File: src/smseq_pkg.sv
// smseq_pkg: shared constants and types for the shutter mode sequencer.
// assumes a single 10 MHz logic clock; all times are counted in its cycles.
package smseq_pkg;

	// register byte offsets, one aligned 32-bit word each
	localparam logic [3:0] SMSEQ_OFS_CTRL = 4'h0; // mode, enables, power
	localparam logic [3:0] SMSEQ_OFS_EXPO = 4'h4; // exposure in cycles
	localparam logic [3:0] SMSEQ_OFS_GEOM = 4'h8; // rows per frame
	localparam logic [3:0] SMSEQ_OFS_STAT = 4'hC; // sequencer state view

	// control register field positions
	localparam int SMSEQ_CTRL_MODE_LSB = 0; // 2-bit shutter mode
	localparam int SMSEQ_CTRL_SLAVE_BIT = 2; // 1 = trigger sets exposure
	localparam int SMSEQ_CTRL_SEQ_EN_BIT = 3; // sequencer enable
	localparam int SMSEQ_CTRL_PWR_LSB = 4; // 3-bit power request

	// reset values
	localparam logic [31:0] SMSEQ_CTRL_RST = 32'h0000_0010;
	localparam logic [31:0] SMSEQ_EXPO_RST = 32'h0000_0100;
	localparam logic [15:0] SMSEQ_ROWS_RST = 16'h0400;

	// timing: overheads as printed in ns, counts derived at 10 MHz
	localparam int SMSEQ_CLK_PERIOD_NS = 100;
	localparam int SMSEQ_FOP_NS = 20000; // frame overhead time
	localparam int SMSEQ_ROP_NS = 1000; // row overhead time
	localparam int SMSEQ_LINE_NS = 12800; // line readout time
	localparam int SMSEQ_FOP_CYC =
		(SMSEQ_FOP_NS + SMSEQ_CLK_PERIOD_NS - 1) / SMSEQ_CLK_PERIOD_NS;
	localparam int SMSEQ_ROP_CYC =
		(SMSEQ_ROP_NS + SMSEQ_CLK_PERIOD_NS - 1) / SMSEQ_CLK_PERIOD_NS;
	localparam int SMSEQ_LINE_CYC =
		(SMSEQ_LINE_NS + SMSEQ_CLK_PERIOD_NS - 1) / SMSEQ_CLK_PERIOD_NS;

	// shutter modes
	typedef enum logic [1:0] {
		SMSEQ_MODE_PIPE = 2'h0,
		SMSEQ_MODE_TRIG = 2'h1,
		SMSEQ_MODE_ROLL = 2'h2
	} smseq_mode_e;

	// power and clock states, ordered by power
	typedef enum logic [2:0] {
		SMSEQ_PWR_OFF = 3'h0,
		SMSEQ_PWR_LPSTBY = 3'h1,
		SMSEQ_PWR_STBY1 = 3'h2,
		SMSEQ_PWR_STBY2 = 3'h3,
		SMSEQ_PWR_IDLE = 3'h4,
		SMSEQ_PWR_RUN = 3'h5
	} smseq_pwr_e;

	// image core control bundle
	typedef struct packed {
		logic global_reset; // whole array held in reset
		logic global_sample; // photodiode to pixel memory
		logic row_reset; // rolling reset of rst_row
		logic node_reset; // storage node reset before transfer
		logic row_transfer; // transfer of integrated signal
		logic row_select; // readout of rd_row
		logic [15:0] rst_row; // rolling reset pointer
		logic [15:0] rd_row; // readout pointer
	} smseq_core_s;

	// clock and block enables per power state
	typedef struct packed {
		logic clk_src_en; // pll or lvds receiver
		logic logic_clk_en; // derived logic clock
		logic blocks_en; // all blocks except sequencer
		logic seq_en; // sequencer running
		logic full_regs; // all config registers reachable
	} smseq_pwr_s;

endpackage

File: src/smseq_top.sv
// smseq_top: exposure and readout sequencer with power state tracking.
// assumes trig_i and the avalon master are synchronous to clk_i; trig_i
// is resynchronised anyway since it comes from the system controller.
//
// Functional notes
// - global: reset all, sample all, read rows
// - pipelined: integrate frame N during N-1 readout
// - each global readout opens with frame overhead transfer
// - row overhead precedes every line readout
// - pipelined master: register exposure, free running
// - pipelined slave: ignore exposure register
// - slave: trigger high integrates, low samples
// - triggered: one frame per trigger, then idle
// - triggered: array held reset between frames
// - triggered: controller may overlap integration, readout
// - triggered master: rising edge starts timed frame
// - triggered master: falling edge has no effect
// - triggered master: early rising edge ignored
// - triggered slave: trigger bounds integration, reassert
// - rolling: separate reset and read pointers
// - rolling: rows streamed in order, equal exposure
// - rolling: reset node, then transfer signal
// - six power states, moved by user actions
// - low power standby: clocks, blocks off
// - low power standby: only clock registers reachable
// - standby one: clock source on, logic off
// - standby two: logic clock, all registers
// - idle: all but sequencer; enable starts run
`timescale 1ns/1ns
`default_nettype none

module smseq_top
	import smseq_pkg::*;
#(
	parameter int ROW_W = 16, // row pointer width
	parameter int EXPO_W = 32 // exposure counter width
) (
	input wire logic clk_i,
	input wire logic sys_rst_i,
	input wire logic trig_i,
	input wire logic [3:0] avs_address_i,
	input wire logic avs_read_i,
	input wire logic avs_write_i,
	input wire logic [31:0] avs_writedata_i,
	input wire logic [3:0] avs_byteenable_i,
	output logic [31:0] avs_readdata_o,
	output logic avs_waitrequest_o,
	output logic [1:0] avs_response_o,
	output var smseq_core_s core_o,
	output var smseq_pwr_s pwr_o,
	output logic frame_start_o,
	output logic line_valid_o
);

	// sequencer states for the readout engine of global and rolling modes
	typedef enum logic [2:0] {
		SMSEQ_RD_IDLE,
		SMSEQ_RD_FOP,
		SMSEQ_RD_ROP,
		SMSEQ_RD_LINE
	} smseq_rd_e;

	// integration engine states
	typedef enum logic [1:0] {
		SMSEQ_IN_RESET,
		SMSEQ_IN_INTEG,
		SMSEQ_IN_WAIT
	} smseq_in_e;

	// registers
	logic [31:0] ctrl_r; // mode, slave, enable, power request
	logic [31:0] expo_r; // exposure cycles
	logic [15:0] rows_r; // rows per frame
	logic ack_r; // one-cycle bus answer
	logic [31:0] rdata_r; // read data holding
	logic [1:0] resp_r; // response code

	// trigger synchroniser and edges
	logic trig_s1_r; // first stage, read only by second
	logic trig_s2_r; // second stage
	logic trig_d_r; // delayed copy for edges
	logic trig_rise; // rising edge
	logic trig_fall; // falling edge

	// engines
	smseq_rd_e rd_st_r; // readout state
	smseq_in_e in_st_r; // integration state
	logic [31:0] rd_cnt_r; // readout timing counter
	logic [EXPO_W-1:0] in_cnt_r; // exposure counter
	logic [ROW_W-1:0] rd_row_r; // readout pointer
	logic [ROW_W-1:0] rst_row_r; // rolling reset pointer
	logic rst_run_r; // reset pointer walking
	logic [EXPO_W-1:0] roll_cnt_r; // rolling reset row period counter
	logic [1:0] roll_ph_r; // rolling per-row phase
	logic sample_go; // integration end, start frame overhead
	smseq_pwr_e pwr_st_r; // power state

	// decoded controls
	smseq_mode_e mode;
	logic slave_md; // exposure from trigger
	logic seq_req; // sequencer enable bit
	smseq_pwr_e pwr_req; // requested power state
	logic run_en; // sequencer allowed to run
	logic wr_go; // write taken this cycle
	logic rd_go; // read taken this cycle
	logic reg_ok; // register reachable in this power state

	assign mode = smseq_mode_e'(ctrl_r[SMSEQ_CTRL_MODE_LSB +: 2]);
	assign slave_md = ctrl_r[SMSEQ_CTRL_SLAVE_BIT];
	assign seq_req = ctrl_r[SMSEQ_CTRL_SEQ_EN_BIT];
	assign pwr_req = smseq_pwr_e'(ctrl_r[SMSEQ_CTRL_PWR_LSB +: 3]);
	assign run_en = (pwr_st_r == SMSEQ_PWR_RUN);

	// byte-lane merge used by every register write
	function automatic logic [31:0] be_merge(input logic [31:0] old,
		input logic [31:0] nw, input logic [3:0] be);
		logic [31:0] res;
		res = old;
		for (int i = 0; i < 4; i++) begin
			if (be[i]) begin
				res[8*i +: 8] = nw[8*i +: 8];
			end
		end
		return res;
	endfunction

	// bus answers one cycle after the request is seen
	assign avs_waitrequest_o = (avs_read_i | avs_write_i) & ~ack_r;
	assign wr_go = avs_write_i & ack_r;
	assign rd_go = avs_read_i & ack_r;
	assign avs_readdata_o = rdata_r;
	assign avs_response_o = resp_r;

	// in low power standby only the control word is reachable
	assign reg_ok = (pwr_st_r != SMSEQ_PWR_LPSTBY) ||
		(avs_address_i == SMSEQ_OFS_CTRL);

	// ack toggles so every access takes exactly two cycles
	always_ff @(posedge clk_i or posedge sys_rst_i) begin
		if (sys_rst_i) begin
			ack_r <= 1'b0;
		end else begin
			ack_r <= (avs_read_i | avs_write_i) & ~ack_r;
		end
	end

	// register writes; contents survive every power state
	always_ff @(posedge clk_i or posedge sys_rst_i) begin
		if (sys_rst_i) begin
			ctrl_r <= SMSEQ_CTRL_RST;
			expo_r <= SMSEQ_EXPO_RST;
			rows_r <= SMSEQ_ROWS_RST;
		end else if (wr_go && reg_ok) begin
			case (avs_address_i)
				SMSEQ_OFS_CTRL: ctrl_r <= be_merge(ctrl_r, avs_writedata_i,
					avs_byteenable_i) & 32'h0000_007F;
				SMSEQ_OFS_EXPO: expo_r <= be_merge(expo_r, avs_writedata_i,
					avs_byteenable_i);
				// only the low half of the geometry word exists
				SMSEQ_OFS_GEOM: rows_r <= 16'(be_merge({16'h0000, rows_r},
					avs_writedata_i, avs_byteenable_i));
				// status and unmapped offsets take no write
				default: ;
			endcase
		end
	end

	// read data and response, slave error on locked offsets, decode error on unmapped ones
	always_ff @(posedge clk_i or posedge sys_rst_i) begin
		if (sys_rst_i) begin
			rdata_r <= 32'h0000_0000;
			resp_r <= 2'h0;
		end else if (avs_read_i | avs_write_i) begin
			resp_r <= 2'h0;
			rdata_r <= 32'h0000_0000;
			if (!reg_ok) begin
				resp_r <= 2'h2;
			end else begin
				case (avs_address_i)
					SMSEQ_OFS_CTRL: rdata_r <= ctrl_r;
					SMSEQ_OFS_EXPO: rdata_r <= expo_r;
					SMSEQ_OFS_GEOM: rdata_r <= {16'h0000, rows_r};
					SMSEQ_OFS_STAT: begin
						rdata_r <= {16'h0000, rd_row_r[7:0],
							1'b0, pwr_st_r, rd_st_r[1:0], in_st_r};
					end
					default: resp_r <= 2'h3;
				endcase
			end
		end
	end

	// power state follows software requests one step at a time
	always_ff @(posedge clk_i or posedge sys_rst_i) begin
		if (sys_rst_i) begin
			pwr_st_r <= SMSEQ_PWR_LPSTBY;
		end else if (pwr_req > pwr_st_r && pwr_st_r != SMSEQ_PWR_IDLE) begin
			pwr_st_r <= smseq_pwr_e'(pwr_st_r + 3'h1);
		end else if (pwr_st_r == SMSEQ_PWR_IDLE && seq_req) begin
			pwr_st_r <= SMSEQ_PWR_RUN;
		end else if (pwr_st_r == SMSEQ_PWR_RUN && !seq_req) begin
			pwr_st_r <= SMSEQ_PWR_IDLE;
		end else if (pwr_req < pwr_st_r && pwr_req != SMSEQ_PWR_OFF &&
			pwr_st_r != SMSEQ_PWR_RUN) begin
			pwr_st_r <= smseq_pwr_e'(pwr_st_r - 3'h1);
		end
	end

	// enables per power state
	always_comb begin
		pwr_o = '0;
		case (pwr_st_r)
			SMSEQ_PWR_STBY1: pwr_o.clk_src_en = 1'b1;
			SMSEQ_PWR_STBY2: begin
				pwr_o.clk_src_en = 1'b1;
				pwr_o.logic_clk_en = 1'b1;
				pwr_o.full_regs = 1'b1;
			end
			SMSEQ_PWR_IDLE, SMSEQ_PWR_RUN: begin
				pwr_o.clk_src_en = 1'b1;
				pwr_o.logic_clk_en = 1'b1;
				pwr_o.full_regs = 1'b1;
				pwr_o.blocks_en = 1'b1;
				pwr_o.seq_en = run_en;
			end
			default: pwr_o = '0; // off and low power standby
		endcase
	end

	// trigger synchroniser; only the second stage feeds logic
	always_ff @(posedge clk_i or posedge sys_rst_i) begin
		if (sys_rst_i) begin
			trig_s1_r <= 1'b0;
			trig_s2_r <= 1'b0;
			trig_d_r <= 1'b0;
		end else begin
			trig_s1_r <= trig_i;
			trig_s2_r <= trig_s1_r;
			trig_d_r <= trig_s2_r;
		end
	end
	assign trig_rise = trig_s2_r & ~trig_d_r;
	assign trig_fall = ~trig_s2_r & trig_d_r;

	// integration engine for both global modes
	always_ff @(posedge clk_i or posedge sys_rst_i) begin
		if (sys_rst_i) begin
			in_st_r <= SMSEQ_IN_RESET;
			in_cnt_r <= '0;
		end else if (!run_en || mode == SMSEQ_MODE_ROLL) begin
			in_st_r <= SMSEQ_IN_RESET;
			in_cnt_r <= '0;
		end else begin
			case (in_st_r)
				SMSEQ_IN_RESET: begin
					in_cnt_r <= '0;
					if (slave_md ? trig_rise :
						(mode == SMSEQ_MODE_PIPE || trig_rise)) begin
						in_st_r <= SMSEQ_IN_INTEG;
					end
				end
				SMSEQ_IN_INTEG: begin
					in_cnt_r <= in_cnt_r + 1'b1;
					if (slave_md ? trig_fall :
						(in_cnt_r + 1'b1 >= expo_r[EXPO_W-1:0])) begin
						in_st_r <= SMSEQ_IN_WAIT;
					end
				end
				SMSEQ_IN_WAIT: begin
					// held until this frame's overhead ends; edges meanwhile lost
					if (rd_st_r == SMSEQ_RD_FOP && rd_cnt_r == 32'(SMSEQ_FOP_CYC - 1)) begin
						in_st_r <= SMSEQ_IN_RESET;
					end
				end
				default: in_st_r <= SMSEQ_IN_RESET;
			endcase
		end
	end

	// exposure end hands over to the readout engine
	assign sample_go = (in_st_r == SMSEQ_IN_WAIT) &&
		(rd_st_r == SMSEQ_RD_IDLE); // pipe waits here for the last readout

	// readout engine: frame overhead in global modes, then row overhead per line
	always_ff @(posedge clk_i or posedge sys_rst_i) begin
		if (sys_rst_i) begin
			rd_st_r <= SMSEQ_RD_IDLE;
			rd_cnt_r <= '0;
			rd_row_r <= '0;
		end else if (!run_en) begin
			rd_st_r <= SMSEQ_RD_IDLE;
			rd_cnt_r <= '0;
			rd_row_r <= '0;
		end else begin
			case (rd_st_r)
				SMSEQ_RD_IDLE: begin
					rd_cnt_r <= '0;
					rd_row_r <= '0;
					if (mode == SMSEQ_MODE_ROLL) begin
						rd_st_r <= SMSEQ_RD_ROP;
					end else if (sample_go) begin
						rd_st_r <= SMSEQ_RD_FOP;
					end
				end
				SMSEQ_RD_FOP: begin
					rd_cnt_r <= rd_cnt_r + 32'h1;
					if (rd_cnt_r == 32'(SMSEQ_FOP_CYC - 1)) begin
						rd_cnt_r <= '0;
						rd_st_r <= SMSEQ_RD_ROP;
					end
				end
				SMSEQ_RD_ROP: begin
					rd_cnt_r <= rd_cnt_r + 32'h1;
					if (rd_cnt_r == 32'(SMSEQ_ROP_CYC - 1)) begin
						rd_cnt_r <= '0;
						rd_st_r <= SMSEQ_RD_LINE;
					end
				end
				SMSEQ_RD_LINE: begin
					rd_cnt_r <= rd_cnt_r + 32'h1;
					if (rd_cnt_r == 32'(SMSEQ_LINE_CYC - 1)) begin
						rd_cnt_r <= '0;
						if (rd_row_r == ROW_W'(rows_r - 16'h1)) begin
							rd_row_r <= '0;
							// one frame per trigger; rolling streams on
							rd_st_r <= (mode == SMSEQ_MODE_ROLL) ?
								SMSEQ_RD_ROP : SMSEQ_RD_IDLE;
						end else begin
							rd_row_r <= rd_row_r + 1'b1;
							rd_st_r <= SMSEQ_RD_ROP;
						end
					end
				end
				default: rd_st_r <= SMSEQ_RD_IDLE;
			endcase
		end
	end

	// rolling reset pointer starts at row 0 with the read pointer; exposure register unused
	always_ff @(posedge clk_i or posedge sys_rst_i) begin
		if (sys_rst_i) begin
			rst_row_r <= '0;
			rst_run_r <= 1'b0;
			roll_cnt_r <= '0;
		end else if (!run_en || mode != SMSEQ_MODE_ROLL) begin
			rst_row_r <= '0;
			rst_run_r <= 1'b0;
			roll_cnt_r <= '0;
		end else begin
			rst_run_r <= 1'b1;
			roll_cnt_r <= roll_cnt_r + 1'b1;
			// one row per line period, same pace as readout
			if (roll_cnt_r == EXPO_W'(SMSEQ_ROP_CYC + SMSEQ_LINE_CYC - 1)) begin
				roll_cnt_r <= '0;
				if (rst_row_r == ROW_W'(rows_r - 16'h1)) begin
					rst_row_r <= '0;
				end else begin
					rst_row_r <= rst_row_r + 1'b1;
				end
			end
		end
	end

	// rolling row phase: node reset in first overhead half, then transfer
	always_ff @(posedge clk_i or posedge sys_rst_i) begin
		if (sys_rst_i) begin
			roll_ph_r <= 2'h0;
		end else if (mode == SMSEQ_MODE_ROLL && rd_st_r == SMSEQ_RD_ROP) begin
			roll_ph_r <= (rd_cnt_r < 32'(SMSEQ_ROP_CYC / 2)) ? 2'h1 : 2'h2;
		end else begin
			roll_ph_r <= 2'h0;
		end
	end

	// image core drive
	always_ff @(posedge clk_i or posedge sys_rst_i) begin
		if (sys_rst_i) begin
			core_o <= '0;
			frame_start_o <= 1'b0;
			line_valid_o <= 1'b0;
		end else begin
			core_o.global_reset <= (mode != SMSEQ_MODE_ROLL) &&
				(in_st_r == SMSEQ_IN_RESET);
			core_o.global_sample <= (rd_st_r == SMSEQ_RD_FOP);
			core_o.row_reset <= rst_run_r;
			core_o.node_reset <= (roll_ph_r == 2'h1);
			core_o.row_transfer <= (roll_ph_r == 2'h2);
			core_o.row_select <= (rd_st_r == SMSEQ_RD_LINE);
			core_o.rst_row <= 16'(rst_row_r);
			core_o.rd_row <= 16'(rd_row_r);
			frame_start_o <= sample_go && rd_st_r == SMSEQ_RD_IDLE;
			line_valid_o <= (rd_st_r == SMSEQ_RD_LINE);
		end
	end
endmodule

`default_nettype wire

File: config.mk
export PLATFORM = sky130hd
export DESIGN_NAME = smseq_top
export DESIGN_NICKNAME = d
export VERILOG_FILES = /design/src/smseq_pkg.sv /design/src/smseq_top.sv
export SDC_FILE = /design/constraint.sdc
export NUM_CORES = 1
export LEC_CHECK = 0
export BUFFER_PORTS_ARGS = -buffer_cell sky130_fd_sc_hd__buf_2
export CAP_MARGIN = 20
export CORE_ASPECT_RATIO = 0.7
export CORE_MARGIN = 2
export CORE_UTILIZATION = 53
export CTS_BUF_LIST = sky130_fd_sc_hd__clkbuf_4 sky130_fd_sc_hd__clkbuf_8
export DETAILED_ROUTE_END_ITERATION = 7
export GPL_ROUTABILITY_DRIVEN = 0
export HOLD_SLACK_MARGIN = 0.05
export PLACE_DENSITY = 0.74
export SLEW_MARGIN = 40
export SYNTH_ARGS = -nofsm -noshare
export SYNTH_HDL_FRONTEND = slang
export SYNTH_SLANG_ARGS = --single-unit
File: constraint.sdc
create_clock -name clk_i -period 9.3 [get_ports clk_i]
set_input_delay 1.86 -clock clk_i [delete_from_list [all_inputs] [get_ports clk_i]]
set_output_delay 1.86 -clock clk_i [all_outputs]
set_load 0.01 [all_outputs]
# Word level (Yosys, flattened, before mapping)
# Cells that the tools add are included.
# totals
register_bits	271
latch_bits	0
mem_bits_rw	0
rom_bits	0
inputBits	45
output_inout_bits	80
elab_cells	171
n_memories	0
# classes
add_sub_neg	8
mul	0
n_div	0
order_cmp	4
n_eq_ne	34
shift	0
n_mux	46
bitwise	8
n_reduce_logical	39
# op_table
operator	count
two-way mux 32 bit	8
one-hot mux 32 bit (4 select lines)	2
adder 32 x 1 -> 32 bit (second input constant)	3
two-way mux 16 bit	6
equality test 32 x 8 -> 1 bit (second input constant)	2
one-hot mux 32 bit (2 select lines)	1
adder 16 x 1 -> 16 bit (second input constant)	2
equality test 16 bit	2
equality test 32 x 4 -> 1 bit (second input constant)	1
equality test 32 x 7 -> 1 bit (second input constant)	1
greater-or-equal comparator 32 bit	1
< comparator 32 x 3 -> 1 bit (second input constant)	1
one-hot mux 16 bit (2 select lines)	1
two-way mux 3 bit	10
!= test 3 bit (second input constant)	8
AND reduction 3 bit	8
two-way mux 2 bit	11
subtractor 16 x 1 -> 16 bit (second input constant)	1
equality test 3 x 2 -> 1 bit (second input constant)	4
one-hot mux 3 bit (4 select lines)	1
logical AND 1 bit	11
equality test 4 bit (second input constant)	2
OR reduction 4 bit	2
equality test 2 bit (second input constant)	3
other kinds (29)	47

# Logic depth before layout (Yosys ltp)
# Gate-level depths: netlist of run 1.
# logic_depth
ltp_word	7
ltp_mapped	16
ltp_nobuf	15

# Worst setup path after synthesis of run 1
# OpenSTA, ideal clock, no wires.
# synth_path
kind	in2out
from	input avs_write_i
to	output avs_waitrequest_o
arrival_time_ps	2580
t_required_ps	7440
path_slack_ps	4860
stages	3
path_buffers	1
cell_sequence	nor2_1 -> clkbuf_1 -> nor2_1
# synth_between
elab_chain_cells	2
# synth_lines
element	line_no	rtl
from (decl)	smseq_top.sv:43	input wire logic avs_write_i,
OR 1 bit	smseq_top.sv:128	assign avs_waitrequest_o = (avs_read_i | avs_write_i) & ~ack_r;
bitwise AND 1 bit	smseq_top.sv:128	
to (decl)	smseq_top.sv:47	output logic avs_waitrequest_o,
# No other way between the ends.

# Worst setup path in the final report of run 1
# Same ends and word-level chain as after synthesis.

==> flow_summary.yaml, run 1 <==
status:
  status: "completed"
pwr:
  clkPwrFrac_pct: 38.0
  power_leakage_uw: 0.00753
  p_comb_share_pct: 18.2
  ir_drop_mv: 0.124
  power.internal_uw: 2130
  power_frac_seq_pct: 43.8
  power.density_nw_per_um2: 189
  finalPower_uw: 3010
  switchingPower_uw: 884
  swShare_pct: 29.3
floorplan:
  fp.dieArea_um2: 27800
  die_w_um: 199
  placement_rows: 49
  die_y_um: 140
  start_util_pct: 54.3
  coreArea_um2: 25900
  ios: 125
grt:
  grt_overflow: 0
  grt_pass1_vias: 10700
  grt_use_total_pct: 25.2
  antenna_found_initial: 1
  grt_max_degree: 137
  grt_pass1_wl_um: 55900
clock_tree:
  cts_tree: "built"
  clock_path_buffers: 3
  worstSkewPairLatency_ns: 0.57
  postCtsSetupRepairBufs: 0
  cts_resized: 0
  htreeDepth: 2
  ctsRootBufferMaster: "clkbuf_8"
  cts_made_buffers: 44
  ctsHoldBuffers: 0
  clock-sinks: 270
  cts.clk_slew.worst_paths_ns: 0.06
drt:
  drtIter0Drc: 943
  via_count: 11000
  routed_wl_um: 34200
  route.detailed.drc: 0
  drtPass1Iterations: 5
  post_drt_wl_per_cell_um: 18.0
  vias_per_cell: 5.83
  ant_nets: 0
synthesis:
  synthArstFlopShare_pct: 100
  synthesis.instances: 1396
  synth_common_cells: "dfrtp_1, nor2_1, nand2_1"
  postSynthAreaPerCell_um2: 10.1
  synth_area_leaders: "dfrtp_1, mux2_2, ha_1, xor2_1, xnor2_1"
  ys_seq_elements: 270
  synth_edf_count: 0
  yosysSeqAreaShare_pct: 48.1
  post-synth-top-count-cell: "dfrtp_1"
  synth_top_area_share_pct: 47.4
  synth_warnings: 0
  synth_nets: 1491
  yosysTopAreaCell: "dfrtp_1"
  ys_types: 68
  synth_ff_type: "dfrtp_1"
  synth_area_um2: 14000
worst_setup_path:
  path_max_fanout: 35
  crit_path_start: "avs_write_i"
  critPathKind: "input pin to primary output"
  worst_path_most_repeated_cell: "buf_2"
  crit_chain: "buf_2 > nor2_2 > buf_4 > nor2_1 > buf_2"
  cp.required_ns: 7.44
  cp_num_buf_inv: 3
  rr_startpoint: "in_cnt_r[0]$_DFFE_PP0P_"
  crit_path_end_kind: "primary output"
  critPathMaxStageDelay_ns: 0.38
  cp-start-kind: "input pin"
  crit_family: "buffers and inverters"
  slowest_stage: "buf_4"
  crit_arrival_ns: 2.69
placed_design:
  port-buffer-count: 124
  dp_hpwl_um: 24100
timing:
  slew_headroom_pct: 44.8
  fin_skew_ns: 0.0226
  post-route-period-util_pct: 48.9
  rsz0062_at_grt: "no"
  worst_pin_slew_ns: 0.820
  final-max-slew-violation-count: 0
  timing.setup.tns_ns: 0
  finalSetupViolCount: 0
  hold_viol_final: 0
  fin_crit_ns: 4.55
  fmax_ghz: 0.220
min_path:
  min-delay-start: "rst_run_r$_DFF_PP0_"
  hp-class: "register to register"
flow_run:
  maxCapViolCount: 0
finish:
  drive_gt1_share_pct: 19.3
  areaGrowthSynthToFinish_pct: 13.2
  nets: 1597
## registers in the layout, indices dropped and copies added, names as in the netlist, 2 cells and up
register / cells
core_o: 37
avs_readdata_o: 32
expo_r: 32
in_cnt_r: 32
rd_cnt_r: 32
roll_cnt_r: 32
rd_row_r: 16
rows_r: 16
rst_row_r: 16
ctrl_r: 7
pwr_st_r: 3
avs_response_o: 2
in_st_r: 2
rd_st_r: 2
roll_ph_r: 2
## final cells by class
cell class | count | area, um^2
diodes | 1 | 2.50
clock buffers | 71 | 858
clock inverters | 9 | 125
fillers | 2176 | 9970
inverters | 64 | 253
multi-input cells | 993 | 6780
flip-flops and latches | 270 | 6760
well taps | 357 | 447
repair buffers | 129 | 674
## layer usage
metal | wire length [um] | share of wire [%] | GRT usage (%)
met5 | 0 | 0 | 0
met4 | 895 | 2.6 | 8.41
met3 | 2390 | 7.0 | 5.25
met2 | 14400 | 42 | 35.2
met1 | 16500 | 48 | 38.7
## cell usage in the layout (no fill, tap or decap), types with 4 or more instances in the layout
| master | n |
|---|---|
| nand2_1 | 113 |
| dfstp_2 | 4 |
| nor2_1 | 120 |
| clkbuf_8 | 52 |
| a21o_1 | 12 |
| clkinv_2 | 4 |
| or2_2 | 5 |
| dfrtp_1 | 266 |
| ha_1 | 50 |
| nand3_1 | 66 |
| nor4_1 | 21 |
| or3_1 | 7 |
| nand2b_1 | 9 |
| and4_1 | 10 |
| nor2b_1 | 18 |
| a21oi_1 | 26 |
| buf_2 | 124 |
| mux2_2 | 56 |
| a2111oi_0 | 7 |
| xnor2_1 | 60 |
| clkbuf_4 | 19 |
| a211oi_1 | 5 |
| mux2i_1 | 20 |
| nand4_1 | 34 |
| nor3_1 | 27 |
| a22o_1 | 54 |
| o21ai_0 | 75 |
| a31oi_1 | 9 |
| xor2_1 | 66 |
| o31ai_1 | 11 |
| inv_1 | 62 |
| and3_1 | 38 |
| a22oi_1 | 16 |
## logic make-up after synthesis
| family | Yosys count | synth area share, % |
|---|---|---|
| xor gates and xnor gates | 127 | 8.02 |
| DFF | 270 | 48.1 |
| buffers and inverters | 133 | 3.80 |
| muxes | 76 | 5.91 |
| adders and majority gates | 50 | 4.45 |
| and+or+nand+nor | 503 | 18.1 |
| AOI/OAI and AO/OA | 237 | 11.6 |
## per-stage QoR
step	hold WS, ns	instance area, um^2	setup WS [ns]	utilization, %	instances
2_1_floorplan	0.331	14000	0.00795	-	1396
3_3_place_gp	0.334	14900	4.74	57.5	1812
3_5_place_dp	0.339	14900	4.73	57.6	1813
4_1_cts	0.352	15900	4.74	61.4	1893
5_1_grt	0.358	15900	4.54	61.5	1894
6_report	0.350	15900	4.75	61.5	1894
## power groups by stage
stage | combinational [uW] | clock, uW | sequential, uW
after floorplan | 431 | 0 | 1300
after global placement | 529 | 0 | 1330
after detailed placement | 540 | 0 | 1340
after CTS | 543 | 1170 | 1320
after global routing | 611 | 1230 | 1330
final | 550 | 1140 | 1320
## path summary, 6_finish.rpt
path,slack (ns),to,cells past startpoint
setup reg to reg,4.86,in_st_r[0]$_DFFE_PP0P_,14
hold reg to reg,0.35,core_o[35]$_DFF_PP0_,0
min in group asynchronous,1.41,line_valid_o$_DFF_PP0_,2
setup / recovery,4.75,avs_waitrequest_o,5
max in group asynchronous,6.65,in_cnt_r[15]$_DFFE_PP0P_,3
hold / removal,0.35,core_o[35]$_DFF_PP0_,0
No activity file was read; power rests on OpenSTA's default activity.
==> run 2, diff against run 1 <==
- clock period: 9.3 -> 3.69 ns (I/O delays scaled with it)
==> run 2 against run 1 <==
Against the previous run: first-iteration DRC count grew 2.2%; cell area up 1.3%; largest power group unchanged; combinational power rose to 2.7 times the previous value.
==> flow_summary.yaml, run 2 (synthesized netlist as in run 1, its figures left out) <==
pwr:
  p_comb_share_pct: 19.6
  power_frac_seq_pct: 44.4
  swShare_pct: 30.3
  clkPwrFrac_pct: 35.9
  power_leakage_uw: 0.00764
  power.internal_uw: 5200
  switchingPower_uw: 2260
  finalPower_uw: 7460
  power.density_nw_per_um2: 463
  ir_drop_mv: 0.257
placed_design:
  pre_cts_slack_ns: 0.0541
  placed_area_um2: 15100
  port-buffer-count: 124
  place_inst: 1843
  dp_hpwl_um: 24800
worst_setup_path:
  critPathKind: "register to register"
  cp-start-kind: "register"
  timing.reg2reg.setup_slack_ns: 0.23
  path_max_fanout: 5
  rr_startpoint: "in_cnt_r[14]$_DFFE_PP0P_"
  crit_arrival_ns: 3.93
  crit_path_start: "in_cnt_r[14]$_DFFE_PP0P_"
  cp.required_ns: 4.15
  crit_path_end_kind: "register"
grt:
  grt_overflow: 0
  grt_pass1_wl_um: 56500
  grt_use_total_pct: 25.5
  antenna_found_initial: 6
  grt_max_degree: 94
  grt_pass1_vias: 10700
clock_tree:
  htreeDepth: 2
  cts.clk_slew.worst_paths_ns: 0.07
  clock_path_buffers: 3
  ctsRootBufferMaster: "clkbuf_8"
  ctsHoldBuffers: 0
  cts_tree: "built"
  clock-sinks: 270
  worstSkewPairLatency_ns: 0.58
  cts_made_buffers: 43
timing:
  post-route-period-util_pct: 93.9
  final-max-slew-violation-count: 0
  fmax_ghz: 0.289
  fin_skew_ns: 0.0286
  fin_crit_ns: 3.46
  hold_viol_final: 0
  worst_pin_slew_ns: 0.751
  finalSetupViolCount: 0
  whs_ns: 0.235
  worst_slack_ns: 0.225
  slew_headroom_pct: 49.8
floorplan:
  placement_rows: 49
  coreArea_um2: 25900
  ios: 125
  start_util_pct: 54.3
  fp.dieArea_um2: 27800
  die_y_um: 140
  die_w_um: 199
finish:
  final_cell_count_no_fill: 1926
  final_cell_mix: "dfrtp_1, buf_2, nor2_1"
  drive_gt1_share_pct: 20.9
  nets: 1626
  areaGrowthSynthToFinish_pct: 14.6
  largest_reg_flops: 37
  final_area_um2: 16100
  regMostFlops: "core_o"
  final_common_cell: "dfrtp_1"
drt:
  ant_nets: 0
  routed_wl_um: 35000
  post_drt_wl_per_cell_um: 18.2
  drtPass1Iterations: 6
  via_count: 11000
  drtIter0Drc: 964
  vias_per_cell: 5.73
  route.detailed.drc: 0
flow_run:
  maxCapViolCount: 0
status:
  status: "completed"
min_path:
  hp-class: "input pin to asynchronous set/reset pin"
## run 2: changes by cell type in the layout (fill, tap and decap cells not counted), sizes merged
cell,delta
clkbuf,-3
buf,+30
clkinv,+2
clkinvlp,+1
diode,+5
bufinv,-3
## run 2: path summary, 6_finish.rpt
| check | end | cells after the start |
|---|---|---|
| setup / recovery | in_st_r[0]$_DFFE_PP0P_ | 14 |
| hold / removal | rd_cnt_r[3]$_DFFE_PP0P_ | 2 |
| setup reg to reg | in_st_r[0]$_DFFE_PP0P_ | 14 |
| hold reg to reg | core_o[35]$_DFF_PP0_ | 0 |
| max in group asynchronous | in_cnt_r[0]$_DFFE_PP0P_ | 3 |
| min in group clk_i | trig_s1_r$_DFF_PP0_ | 1 |
## run 2: per-layer routing
metal / global-route usage (%) / vias to the layer above / part of all wire, %
met5: 0 / - / 0.037
met1: 38.5 / 5343 / 48
met4: 7.03 / 2 / 1.6
met2: 35.6 / 403 / 42
met3: 7.22 / 55 / 8.5
li1: - / 5237 / -
## run 2: critical path: stages, from the launching register on
cell       delay (ns)
dfrtp_1          0.42
and4_4           0.25
and3_2           0.22
and4_1           0.21
and3_1           0.22
nand2_1          0.12
nor2_2           0.16
xnor2_1          0.14
ha_1             0.27
a21o_1           0.18
a21o_1           0.18
a2111oi_2        0.34
o31ai_1          0.11
and2_1           0.17
a2111oi_2        0.35
## run 2: final cells by class
type                       count  area, um^2
tap                          357         447
clock buffer                  68         855
multi-input combinational    993        6810
fill                        2155        9770
clock inverter                 9        53.8
sequential                   270        6760
timing repair buffer         159         921
antenna                        6        15.0
inverter                      64         244
## run 2: what timing repair did
item                                   4_1_cts  5_1_grt
setup buffers                                0        0
setup endpoints to repair                    0        2
endpoints found under the hold margin        0        0
gates resized for setup                      0       12
## run 2: power groups by stage
stage               Combinational, uW  Clock (uW)  Sequential [uW]
floorplan                        1090           0             3270
global placement                 1390           0             3350
detailed placement               1430           0             3360
CTS                              1440        2750             3300
global route                     1630        2890             3330
finish                           1470        2680             3320
## run 2: through the flow
stage / utilization, % / setup TNS, ns
2_1_floorplan: - / -162.84
3_3_place_gp: 58.5 / 0
3_5_place_dp: 58.5 / 0
4_1_cts: 62.0 / 0
5_1_grt: 62.2 / -0.00317
6_report: 62.2 / 0
==> run 3, diff against run 2 <==
- CORE_ASPECT_RATIO: 0.7 -> 2
- clock period: 3.69 -> 3.1 ns (I/O delays scaled with it)
==> run 3 against run 2 <==
Against the previous run: the run now ends with setup timing left; power grew 27%; first-iteration DRC count shrank 19%; maximum frequency grew 4.5%; largest power group unchanged.
==> flow_summary.yaml, run 3 (synthesized netlist as in run 1, its figures left out) <==
status:
  status: "complete, but fails checks"
  violations: "setup timing"
worst_setup_path:
  path_depth: 15
  crit_chain: "and4_1 > and3_4 > and4_4 > and3_4 > and3_4 > xor2_2 > ha_1 > a21o_1 > a21o_1 > a21oi_2 > nor2_2 > a2111oi_4 > o31ai_4 > and2_4 > a2111oi_4"
  crit_path_end_kind: "register"
  crit_family: "simple AND/OR/NAND/NOR gates"
  path_max_fanout: 3
  timing.reg2reg.setup_slack_ns: -0.22
  r2r_end: "in_st_r[0]$_DFFE_PP0P_"
  cp-start-kind: "register"
  slowest_stage: "dfrtp_1"
  ff2ff_path_depth: 15
  cp.required_ns: 3.55
  critPathKind: "register to register"
  rr_startpoint: "in_cnt_r[16]$_DFFE_PP0P_"
  cp_num_buf_inv: 0
  worst_path_most_repeated_cell: "and3_4"
  critPathMaxStageDelay_ns: 0.38
  crit_arrival_ns: 3.77
floorplan:
  start_util_pct: 53.7
  coreArea_um2: 26200
  fp.dieArea_um2: 27900
  die_y_um: 234
  placement_rows: 84
  ios: 125
  die_w_um: 119
finish:
  drive_gt1_share_pct: 28.2
  largest_reg_flops: 37
  nets: 1728
  final_cell_mix: "dfrtp_1, buf_4, buf_2"
  final_cell_count_no_fill: 2008
  final_common_cell: "dfrtp_1"
  regMostFlops: "core_o"
  areaGrowthSynthToFinish_pct: 23.1
grt:
  grt_pass1_vias: 11600
  antenna_found_initial: 3
  grt_pass1_wl_um: 57500
  grt_overflow: 0
  grt_max_degree: 89
  grt_use_total_pct: 25.7
timing:
  whs_ns: 0.129
  fin_skew_ns: 0.0173
  rsz0062_at_grt: "yes"
  final-max-slew-violation-count: 0
  post-route-period-util_pct: 107
  worst_pin_slew_ns: 0.840
  slew_headroom_pct: 43.8
  worst_slack_ns: -0.216
  finalSetupViolCount: 12
  fin_crit_ns: 3.32
  hold_viol_final: 0
  timing.setup.tns_ns: -0.668
  fmax_ghz: 0.302
drt:
  route.detailed.drc: 0
  drtPass1Iterations: 5
  via_count: 11700
  routed_wl_um: 37200
  vias_per_cell: 5.82
  ant_nets: 0
  drtIter0Drc: 778
  post_drt_wl_per_cell_um: 18.5
placed_design:
  place_inst: 1907
  dp_hpwl_um: 26300
  port-buffer-count: 124
clock_tree:
  ctsHoldBuffers: 0
  cts_made_buffers: 40
  htreeDepth: 2
  cts.clk_slew.worst_paths_ns: 0.07
  ctsRootBufferMaster: "clkbuf_8"
  clock_path_buffers: 3
  clock-sinks: 270
  worstSkewPairLatency_ns: 0.56
  cts_tree: "built"
pwr:
  power_leakage_uw: 0.00829
  power.density_nw_per_um2: 550
  ir_drop_mv: 0.400
min_path:
  hp-class: "input pin to asynchronous set/reset pin"
flow_run:
  maxCapViolCount: 0
==> run 3: final cells by class <==
class / count / area, um^2
fill: 2012 / 8880
multi-input combinational: 994 / 7180
sequential: 270 / 6760
timing repair buffer: 263 / 1760
clock buffer: 60 / 769
tap: 344 / 430
inverter: 64 / 244
clock inverter: 11 / 138
antenna: 2 / 5.00
==> run 3: report_power, final <==
| part | switching [uW] | total [uW] | internal [uW] |
|---|---|---|---|
| clock | 1410 | 3250 | 1840 |
| combinational | 1300 | 2360 | 1060 |
| sequential | 185 | 3890 | 3710 |
==> run 3: worst max path at each step <==
| stage | start | endpoint |
|---|---|---|
| final | in_cnt_r[16]$_DFFE_PP0P_ | in_st_r[0]$_DFFE_PP0P_ |
| after global routing | in_cnt_r[0]$_DFFE_PP0P_ | in_st_r[0]$_DFFE_PP0P_ |
| after CTS | in_cnt_r[16]$_DFFE_PP0P_ | in_st_r[0]$_DFFE_PP0P_ |
| after detailed placement | in_cnt_r[1]$_DFFE_PP0P_ | in_st_r[0]$_DFFE_PP0P_ |
| after global placement | in_cnt_r[1]$_DFFE_PP0P_ | in_st_r[0]$_DFFE_PP0P_ |
| after floorplan | sys_rst_i | ack_r$_DFF_PP0_ |
==> run 3: what timing repair did <==
action,in CTS,in global routing
endpoints found under the setup margin,28,31
setup buffers,9,19
pin swaps,14,40
cloned,0,3
gates resized for setup,25,66
==> run 3: worst reg2reg max path: cells and delay by family (launching register included) <==
kind / cells / cell delay, ns
adder cells (fa/ha/maj): 1 / 0.32
AO/OA/AOI/OAI: 6 / 1.14
flip-flops: 1 / 0.38
AND/OR/NAND/NOR: 7 / 1.20
XOR/XNOR: 1 / 0.17
==> run 3: per-stage QoR <==
step | setup slack, ns | utilization [%] | area (um^2) | power, uW
detailed placement | -0.397 | 60.3 | 15800 | 5880
CTS | -0.225 | 64.4 | 16900 | 9210
floorplan | -1.08 | - | 14100 | 5180
global route | -0.340 | 66.1 | 17300 | 9900
finish | -0.216 | 66.1 | 17300 | 9510
global placement | -0.260 | 60.2 | 15800 | 5840
==> run 3: routing by layer <==
layer  vias up  track usage (%)  share of wire (%)
li1       5414                -                  -
met1      5692             27.0                 36
met2       414             48.3                 53
met3       162             3.75                4.6
met4         2             15.1                6.1
met5         -                0              0.027
